`src/core/ops_defines.svh`:
```
// Constants of the order phase sequencer
// Function
// - Three-bit phase field, 100 means first
// - Phases carry valid and increment flags
// - No instruction: dummies, phase unchanged
// - Function register loads only on 100
// - Short single: one valid phase 100
// - Short double: 100 no-inc, 111 inc
// - Short store-stack: push on 100, no name load
// - Short double: fetch 100, push store 111
// - Long single: dummy 100, valid 111
// - Unstack: pop on 100, address top on 111
// - Return-unstack: pointer becomes name base minus one
// - Long store-stack double: two phases
// - Long double: 100 dummy, 110, 111 store
// - Unstack operand double: no pointer load, store above
// - Long literal: two, three or five phases
// - Literal double: 100, 110, 111 or 101
// - Discard forces phase 000, contents invalid
// - Non-overlapped last phase sets lockout
// - Lockout holds function register and flags
// - Outside extra base: bypass, extra phase for a long-single or return-unstack descriptor
// - Name or line stores hold at stage 3
// - Base bus top bit zero, name forced
// - Waiting freezes the phase field outside phase 000
`ifndef OPS_DEFINES_SVH
`define OPS_DEFINES_SVH
// ****************************************
// Phase codes
// ****************************************
`define OPS_PH_DISCARD 3'h0
`define OPS_PH_FIRST 3'h4
`define OPS_PH_P111 3'h7
`define OPS_PH_P110 3'h6
`define OPS_PH_P101 3'h5
`define OPS_PH_P011 3'h3
`define OPS_PH_P001 3'h1
`define OPS_PH_P010 3'h2
// ****************************************
// Function half-word fields
// ****************************************
`define OPS_FN_TYPE_HI 15
`define OPS_FN_TYPE_LO 12
`define OPS_FN_UNSTACK 11
`define OPS_FN_NOVL 10
`define OPS_FN_DESC 9
`define OPS_FN_BSEL_HI 8
`define OPS_FN_BSEL_LO 7
`define OPS_FN_STORE 6
`define OPS_FN_BSTORE 5
`define OPS_FN_NZERO 4
`define OPS_FN_SHORT_HI 3
`define OPS_BSEL_NB 2'h0
`define OPS_BSEL_XB 2'h1
`define OPS_BSEL_STK 2'h2
// ****************************************
// Register offsets and reset values
// ****************************************
`define OPS_REG_CTRL 3'h0
`define OPS_REG_NB 3'h1
`define OPS_REG_XB 3'h2
`define OPS_REG_YB 3'h3
`define OPS_REG_STK 3'h4
`define OPS_REG_STAT 3'h5
`define OPS_CTRL_FORCE 0
`define OPS_CTRL_SEG_LO 16
`define OPS_CTRL_SEG_HI 29
`define OPS_RST_PTR 15'h0000
`define OPS_RST_SEG 14'h0000
`endif

```
`src/core/ops_pkg.sv`:
```
// Types of the order phase sequencer
`include "ops_defines.svh"
package ops_pkg;
    typedef enum logic [3:0] {
        OT_SHORT_SINGLE = 4'h0,
        OT_SHORT_DOUBLE = 4'h1,
        OT_SHORT_STSTK = 4'h2,
        OT_LONG_SINGLE = 4'h3,
        OT_LONG_DOUBLE = 4'h4,
        OT_LONG_STSTK = 4'h5,
        OT_LIT16 = 4'h6,
        OT_LIT32 = 4'h7,
        OT_LIT64 = 4'h8,
        OT_LITD16 = 4'h9,
        OT_LITD32 = 4'hA,
        OT_LITD64 = 4'hB,
        OT_RET_UNSTACK = 4'hC
    } ops_order_type;
    typedef struct packed {
        logic [2:0] phase;
        logic [15:0] fn;
        logic [15:0] nm;
        logic bvalid;
        logic lock;
        logic force_novl;
        logic [13:0] seg;
        logic [14:0] nb;
        logic [14:0] xb;
        logic [13:0] yb;
        logic [14:0] stk;
        logic s1_valid;
        logic s1_inc;
        logic [2:0] s1_phase;
        logic [15:0] s1_fn;
        logic [16:0] s1_name;
        logic [14:0] s1_base;
        logic s1_lockreq;
        logic s1_hold;
        logic s1_st3hold;
        logic s1_bypass;
        logic ack;
        logic [31:0] dat;
    } ops_state_type;
endpackage

```
`src/core/ops_sequencer.sv`:
```
// Stage-0 phase sequencer with Wishbone register slave
//
// Local design decisions: the Wishbone register port and the register offsets.
`include "ops_defines.svh"
module ops_sequencer
    import ops_pkg::*;
(
    input wire logic clk_i,
    input wire logic rst_i,
    input wire logic [15:0] ibu_halfword_i,
    input wire logic buffer_valid_i,
    input wire logic discard_i,
    input wire logic wait_i,
    input wire logic lockout_clear_i,
    input wire logic wb_cyc_i,
    input wire logic wb_stb_i,
    input wire logic wb_we_i,
    input wire logic [7:0] wb_adr_i,
    input wire logic [3:0] wb_sel_i,
    input wire logic [31:0] wb_dat_i,
    output logic [31:0] wb_dat_o,
    output logic wb_ack_o,
    output logic stage1_valid_o,
    output logic stage1_increment_o,
    output logic [2:0] stage1_phase_o,
    output logic [15:0] stage1_function_o,
    output logic [16:0] name_bus_o,
    output logic [15:0] base_bus_o,
    output logic lockout_request_o,
    output logic hold_highway_o,
    output logic stage3_hold_o,
    output logic main_store_bypass_o,
    output logic lockout_bit_o,
    output logic [2:0] phase_o,
    output logic [14:0] stack_front_pointer_o
);
    ops_state_type r;
    ops_state_type n;
    ops_order_type typ;
    logic unst;
    logic novl;
    logic nzero;
    logic [1:0] bsel;
    logic [14:0] sel_base;
    logic bypass;
    logic long_type;
    logic valid;
    logic inc;
    logic last;
    logic hold;
    logic lockreq;
    logic push;
    logic [2:0] nph;
    logic [16:0] name;
    logic [14:0] base;
    logic wb_req;
    logic [31:0] wr_mask;
    logic [31:0] wval;

    // ****************************************
    // Phase sequencing and register slave
    // ****************************************
    always_comb begin
        n = r;
        typ = ops_order_type'(r.fn[`OPS_FN_TYPE_HI:`OPS_FN_TYPE_LO]);
        unst = r.fn[`OPS_FN_UNSTACK];
        novl = r.fn[`OPS_FN_NOVL] | r.force_novl;
        nzero = r.fn[`OPS_FN_NZERO];
        bsel = r.fn[`OPS_FN_BSEL_HI:`OPS_FN_BSEL_LO];
        case (bsel)
            `OPS_BSEL_NB: sel_base = r.nb;
            `OPS_BSEL_XB: sel_base = r.xb;
            default: sel_base = r.stk;
        endcase
        bypass = (bsel == `OPS_BSEL_XB) && (r.yb != r.seg);
        long_type = !(typ inside {OT_SHORT_SINGLE, OT_SHORT_DOUBLE, OT_SHORT_STSTK});
        valid = 1'b0;
        inc = 1'b1;
        last = 1'b0;
        hold = 1'b0;
        lockreq = 1'b0;
        push = 1'b0;
        nph = r.phase;
        name = nzero ? 17'h00000 : {1'b0, r.nm};
        base = sel_base;
        if (!long_type) begin
            name = {13'h0000, r.fn[`OPS_FN_SHORT_HI:0]};
        end
        if (r.phase == `OPS_PH_DISCARD) begin
            // Acts as a first phase on contents that are not trusted
            n.fn = ibu_halfword_i;
            n.bvalid = buffer_valid_i;
            nph = `OPS_PH_FIRST;
        end else if (wait_i) begin
            hold = 1'b1;
        end else if (r.phase == `OPS_PH_FIRST && (!r.bvalid || r.lock)) begin
            if (!r.lock) begin
                n.fn = ibu_halfword_i;
                n.bvalid = buffer_valid_i;
            end
        end else begin
            case (typ)
                OT_SHORT_DOUBLE, OT_SHORT_STSTK: begin
                    valid = 1'b1;
                    if (r.phase == `OPS_PH_FIRST) begin
                        inc = 1'b0;
                        nph = `OPS_PH_P111;
                        hold = 1'b1;
                        push = (typ == OT_SHORT_STSTK);
                    end else begin
                        last = 1'b1;
                        push = (typ == OT_SHORT_DOUBLE);
                    end
                end
                OT_LONG_SINGLE, OT_RET_UNSTACK: begin
                    if (r.phase == `OPS_PH_FIRST) begin
                        // An outside descriptor needs its operand back first
                        nph = (bypass && r.fn[`OPS_FN_DESC]) ? `OPS_PH_P110 : `OPS_PH_P111;
                        hold = nzero;
                        if (typ == OT_RET_UNSTACK) begin
                            n.stk = r.nb - 15'h0001;
                        end else if (unst) begin
                            n.stk = r.stk - 15'h0001;
                        end
                    end else if (r.phase == `OPS_PH_P110) begin
                        valid = 1'b1;
                        inc = 1'b0;
                        nph = `OPS_PH_P111;
                    end else begin
                        valid = 1'b1;
                        last = 1'b1;
                        if (unst) begin
                            base = r.stk;
                            name = 17'h00001;
                        end
                    end
                end
                OT_LONG_STSTK: begin
                    valid = 1'b1;
                    if (r.phase == `OPS_PH_FIRST) begin
                        inc = 1'b0;
                        push = 1'b1;
                        nph = `OPS_PH_P111;
                    end else begin
                        last = 1'b1;
                    end
                end
                OT_LONG_DOUBLE, OT_LITD16, OT_LITD32: begin
                    if (r.phase == `OPS_PH_FIRST) begin
                        nph = `OPS_PH_P110;
                    end else if (r.phase == `OPS_PH_P110) begin
                        valid = 1'b1;
                        inc = 1'b0;
                        hold = (typ == OT_LONG_DOUBLE);
                        nph = `OPS_PH_P111;
                    end else begin
                        valid = 1'b1;
                        push = 1'b1;
                        last = 1'b1;
                    end
                end
                OT_LITD64: begin
                    case (r.phase)
                        `OPS_PH_FIRST: nph = `OPS_PH_P110;
                        `OPS_PH_P110: begin
                            valid = 1'b1;
                            inc = 1'b0;
                            nph = `OPS_PH_P101;
                        end
                        `OPS_PH_P101: begin
                            valid = 1'b1;
                            push = 1'b1;
                            nph = `OPS_PH_P010;
                        end
                        `OPS_PH_P010: nph = `OPS_PH_P011;
                        default: last = 1'b1;
                    endcase
                end
                OT_LIT16, OT_LIT32, OT_LIT64: begin
                    case (r.phase)
                        `OPS_PH_FIRST: begin
                            nph = (typ == OT_LIT16) ? `OPS_PH_P111 : `OPS_PH_P110;
                        end
                        `OPS_PH_P110: begin
                            valid = 1'b1;
                            nph = (typ == OT_LIT64) ? `OPS_PH_P001 : `OPS_PH_P011;
                        end
                        `OPS_PH_P111: begin
                            valid = 1'b1;
                            last = 1'b1;
                        end
                        `OPS_PH_P001: nph = `OPS_PH_P010;
                        `OPS_PH_P010: nph = `OPS_PH_P011;
                        default: last = 1'b1;
                    endcase
                end
                default: begin
                    valid = 1'b1;
                    last = 1'b1;
                end
            endcase
            if (push) begin
                if (unst) begin
                    base = r.stk;
                    name = 17'h00001;
                end else begin
                    n.stk = r.stk + 15'h0001;
                    base = r.stk + 15'h0001;
                    name = 17'h00000;
                end
            end
            if (last) begin
                nph = `OPS_PH_FIRST;
                if (novl) begin
                    n.lock = 1'b1;
                    n.bvalid = 1'b0;
                    lockreq = 1'b1;
                    hold = 1'b1;
                end else begin
                    n.fn = ibu_halfword_i;
                    n.bvalid = buffer_valid_i;
                end
            end
            if (nph != `OPS_PH_FIRST && long_type && !nzero) begin
                n.nm = ibu_halfword_i;
            end
        end
        n.phase = nph;
        n.s1_valid = valid;
        n.s1_inc = inc;
        n.s1_phase = r.phase;
        n.s1_fn = r.fn;
        n.s1_name = name;
        n.s1_base = base;
        n.s1_st3hold = valid && r.fn[`OPS_FN_STORE] && !r.fn[`OPS_FN_BSTORE];
        n.s1_bypass = valid && bypass;
        if (!r.lock) begin
            n.s1_lockreq = lockreq;
            n.s1_hold = hold;
        end
        if (lockout_clear_i && !lockreq) begin
            n.lock = 1'b0;
            n.s1_lockreq = 1'b0;
            n.s1_hold = 1'b0;
        end
        if (discard_i) begin
            n.phase = `OPS_PH_DISCARD;
            n.lock = 1'b0;
            n.bvalid = 1'b0;
            n.s1_valid = 1'b0;
            n.s1_lockreq = 1'b0;
            n.s1_hold = 1'b0;
            n.s1_st3hold = 1'b0;
            n.s1_bypass = 1'b0;
        end
        // Software pointer writes take priority over sequencer updates
        wb_req = wb_cyc_i && wb_stb_i && !r.ack;
        n.ack = wb_req;
        wr_mask = {{8{wb_sel_i[3]}}, {8{wb_sel_i[2]}}, {8{wb_sel_i[1]}}, {8{wb_sel_i[0]}}};
        wval = 32'h00000000;
        case (wb_adr_i[4:2])
            `OPS_REG_CTRL: wval = {2'h0, r.seg, 15'h0000, r.force_novl};
            `OPS_REG_NB: wval = {17'h00000, r.nb};
            `OPS_REG_XB: wval = {17'h00000, r.xb};
            `OPS_REG_YB: wval = {18'h00000, r.yb};
            `OPS_REG_STK: wval = {17'h00000, r.stk};
            `OPS_REG_STAT: wval = {27'h0000000, r.bvalid, r.lock, r.phase};
            default: wval = 32'h00000000;
        endcase
        if (wb_adr_i[7:5] != 3'h0) begin
            wval = 32'h00000000;
        end
        n.dat = wb_req ? wval : 32'h00000000;
        if (wb_req && wb_we_i && wb_adr_i[7:5] == 3'h0) begin
            wval = (wval & ~wr_mask) | (wb_dat_i & wr_mask);
            case (wb_adr_i[4:2])
                `OPS_REG_CTRL: begin
                    n.force_novl = wval[`OPS_CTRL_FORCE];
                    n.seg = wval[`OPS_CTRL_SEG_HI:`OPS_CTRL_SEG_LO];
                end
                `OPS_REG_NB: n.nb = wval[14:0];
                `OPS_REG_XB: n.xb = wval[14:0];
                `OPS_REG_YB: n.yb = wval[13:0];
                `OPS_REG_STK: n.stk = wval[14:0];
                default: n.dat = n.dat;
            endcase
        end
    end

    always_ff @(posedge clk_i) begin
        if (rst_i) begin
            r <= '0;
            r.phase <= `OPS_PH_DISCARD;
            r.nb <= `OPS_RST_PTR;
            r.xb <= `OPS_RST_PTR;
            r.stk <= `OPS_RST_PTR;
            r.yb <= `OPS_RST_SEG;
            r.seg <= `OPS_RST_SEG;
        end else begin
            r <= n;
        end
    end

    // ****************************************
    // Outputs
    // ****************************************
    assign wb_dat_o = r.dat;
    assign wb_ack_o = r.ack;
    assign stage1_valid_o = r.s1_valid;
    assign stage1_increment_o = r.s1_inc;
    assign stage1_phase_o = r.s1_phase;
    assign stage1_function_o = r.s1_fn;
    assign name_bus_o = r.s1_name;
    assign base_bus_o = {1'b0, r.s1_base};
    assign lockout_request_o = r.s1_lockreq;
    assign hold_highway_o = r.s1_hold;
    assign stage3_hold_o = r.s1_st3hold;
    assign main_store_bypass_o = r.s1_bypass;
    assign lockout_bit_o = r.lock;
    assign phase_o = r.phase;
    assign stack_front_pointer_o = r.stk;
endmodule

```
`config.mk`:
```
export PLATFORM = sky130hd
export DESIGN_NAME = ops_sequencer
export DESIGN_NICKNAME = d
export VERILOG_FILES = /design/src/core/ops_pkg.sv /design/src/core/ops_sequencer.sv
export VERILOG_INCLUDE_DIRS = /design/src /design/src/core
export SDC_FILE = /design/constraint.sdc
export NUM_CORES = 1
export LEC_CHECK = 0
export BUFFER_PORTS_ARGS = -buffer_cell sky130_fd_sc_hd__buf_2
export CORE_MARGIN = 5
export CORE_UTILIZATION = 30
export DETAILED_ROUTE_END_ITERATION = 7
export SLEW_MARGIN = 10
export SYNTH_ARGS = -nofsm -noshare
export SYNTH_HDL_FRONTEND = slang
export SYNTH_SLANG_ARGS = --single-unit
```
`constraint.sdc`:
```
create_clock -name clk_i -period 7.5 [get_ports clk_i]
set_clock_uncertainty 0.05 [all_clocks]
set_input_delay 0.75 -clock clk_i [delete_from_list [all_inputs] [get_ports clk_i]]
set_output_delay 0.75 -clock clk_i [all_outputs]
set_load 0.01 [all_outputs]
```
==> impl_metrics.csv <==
group,metric,value,unit
sta,period_share,47.8,%
clock_network,clock_latency,0.46,ns
clock_network,h-tree-depth,4,
power,ir_drop,0.237,mV
cells_and_area,utilization,33.0,%
route,routedWlPerCell,19.3,microns
logic_synthesis,synthesis.area,0.0106,sq mm
worst_setup_path,cpMaxStageDelayCell,"nor4bb_1",
cells_and_area,multi_input_area,0.00551,sq mm
clock_network,cts.root.buffer_cell,"clkbuf_16",
run,drv_cap,0,
worst_setup_path,critPathCaptureType,"flip-flop",
worst_setup_path,cp_top_family,"simple AND/OR/NAND/NOR gates",
logic_synthesis,synth.distinct_cells,79,
worst_setup_path,worst_ep_required_time,7.79,ns
sta,setup_ws,3.91,ns
cells_and_area,nNetsFinal,1360,
cells_and_area,drive_above_1_share,20.2,%
logic_synthesis,synth_edf_count,0,
die,die_h,198,microns
sta,finalSetupTns,0,ns
route,wl_met1,14400,microns
power,power_density,194,mW/mm^2
sta,rsz0062_at_grt,"no",
route,met2WireLength,16500,microns
logic_synthesis,synth-seq-area-share,37.1,%
logic_synthesis,ys_warn_count,0,
logic_synthesis,synthArstFlopShare,0,%
power,p_leak,4.55,nW
clock_network,clkSinkCount,197,
clock_network,cts_resized,0,
worst_setup_path,crit_chain,"nor4bb_1 -> o21ai_0 -> a31oi_1 -> and2_1 -> or2_1 -> nor3_2 -> and2_1",
sta,hold_viol,0,
cells_and_area,diodes,0,
worst_setup_path,cp.arrival,3.87,ns
clock_network,cts_made_buffers,17,
min_path,hp-class,"reg -> reg",
route,finalWirelength,33900,microns
placement,post-place-ws,3.96,ns
worst_setup_path,cp_max_fo,25,
worst_setup_path,path_common_cell,"and2_1",
global_routing,gr-total-overflow,0,
route,vias,9307,
logic_synthesis,yosys.area.top_type,"dfxtp_1",
logic_synthesis,synth.avg_cell_area,8.33,sq um
logic_synthesis,synthTopCellsByArea,"dfxtp_1, buf_4, nor2_1, a21oi_1, mux2i_1",
logic_synthesis,synth_top_area_share,37.1,%
logic_synthesis,ys_ff_latch,197,
logic_synthesis,postSynthCellCount,1278,
sta,period_minus_slack,3.59,ns
die,ios,179,
cells_and_area,regArea,0.00394,sq mm
clock_network,cts_hold_buf,0,
clock_network,cts_tree,"done",
die,rows,69,
cells_and_area,nFillCells,3777,
route,highest_layer,"met4",
sta,fmax,279,MHz
route,drtAntennaViolNets,0,
sta,final_max_slew_viol_count,0,
route,drc,0,
die,coreArea,0.0353,sq mm
clock_network,post_cts_buffers,0,
die,start_util,30.1,%
sta,worst_pin_slew,0.978,ns
global_routing,grt_pass1_vias,8857,
run_status,status,"complete, no violations",
worst_setup_path,start_kind,"flip-flop",
sta,maxSlewHeadroom,34.6,%
global_routing,grtUsageTotal,16.8,%
placement,hpwl,25100,microns
placement,numPortBuffers,168,
sta,final-setup-viol-count,0,
clock_network,path_clk_slew,0.07,ns
logic_synthesis,ys.flop_type,"dfxtp_1",
global_routing,grt_first_pass_wirelength,51600,microns
die,fp.dieArea,0.0393,sq mm
worst_setup_path,max_stage_delay,0.91,ns
route,met3_length,1950,microns
cells_and_area,syn_to_final_growth,9.59,%
global_routing,antenna_found_initial,0,
clock_network,clock_path_buffers,2,
global_routing,grt_max_degree,46,
die,die_w,198,microns
worst_setup_path,cp_num_buf_inv,0,
route,vias_per_cell,5.28,
route,drt-pass1-iter-count,5,
route,drt_iter0_markers,818,
placement,place.gp.congestion,0.880,
worst_setup_path,critPathKind,"reg -> reg",
-- metrics by stage --
stage | instance area (sq um) | total power, W | instances | hold WS, ns
floorplan | 10700 | 0.00125 | 1282 | 0.380
CTS | 11700 | 0.00229 | 1762 | 0.409
global placement | 11000 | 0.00131 | 1730 | 0.388
finish | 11700 | 0.00227 | 1762 | 0.406
detailed placement | 11000 | 0.00131 | 1730 | 0.391
global route | 11700 | 0.00235 | 1762 | 0.428
-- power breakdown --
group | total (W) | internal [W] | switching [W] | leakage, nW
Sequential | 0.00109 | 0.00106 | 0.0000258 | 1.59
Clock | 0.000977 | 0.000539 | 0.000438 | 0.300
Combinational | 0.000204 | 0.0000734 | 0.000131 | 2.66
Total | 0.00227 | 0.00167 | 0.000595 | 4.55
-- area by class of cell --
type                       count  share of cell area [%]
timing repair buffer         183                    8.20
tap                          461                    4.95
multi-input combinational    871                    47.2
sequential                   197                    33.8
clock inverter                14                    1.49
inverter                      18                   0.579
clock buffer                  18                    3.77
-- metal layers --
layer  vias to the layer above  global-route usage [%]
li1                       4478                       -
met1                      4457                    21.7
met2                       317                    27.8
met3                        55                    3.05
met4                         0                    6.63
met5                         -                       0
-- cells in the final DEF (no fill, tap or decap), drive strengths merged, types with 11 or more instances in the layout --
cell	count
mux2i	39
nor2b	37
a211oi	52
xor2	19
a22oi	27
inv	22
mux2	27
nor3	32
xnor2	13
buf	183
nor2	126
nor4	14
clkbuf	18
and2	47
a21oi	82
nand2	84
o21ai	51
nor3b	11
dfxtp	197
nand3	41
o22ai	17
-- flip-flops by register name, summed over array words and instances, names as in the netlist, 3 cells and up --
name and cells:
name_bus_o 16, wb_dat_o 29, n 14, base_bus_o 15, phase_o 3, stage1_phase_o 3, stage1_function_o 16, r 76
stack_front_pointer_o 15
-- cells in the mapped netlist, types with 19 or more instances --
cell type / n
a211oi_1: 52
a21oi_1: 82
a22oi_1: 27
and2_1: 47
buf_4: 103
clkbuf_1: 65
dfxtp_1: 197
mux2_2: 24
mux2i_1: 39
nand2_1: 82
nand3_1: 41
nor2_1: 125
nor2b_1: 37
nor3_1: 31
o21ai_0: 45
xor2_1: 19
-- final timing paths --
check              start             end  slack (ns)  depth (start not counted)
setup / recovery   n[81]  name_bus_o[14]        3.91                          7
hold / removal    r[176]  name_bus_o[10]        0.41                          1
setup reg to reg   n[81]  name_bus_o[14]        3.91                          7
hold reg to reg   r[176]  name_bus_o[10]        0.41                          1
-- cell families after synthesis --
family / share of synthesized area [%]
adders and majority gates: 0.353
DFF: 37.1
AOI/OAI and AO/OA: 20.4
and+or+nand+nor: 21.4
muxes: 6.53
buffers and inverters: 11.5
other: 0.0352
xor gates and xnor gates: 2.63
No activity file was read; power rests on OpenSTA's default activity.
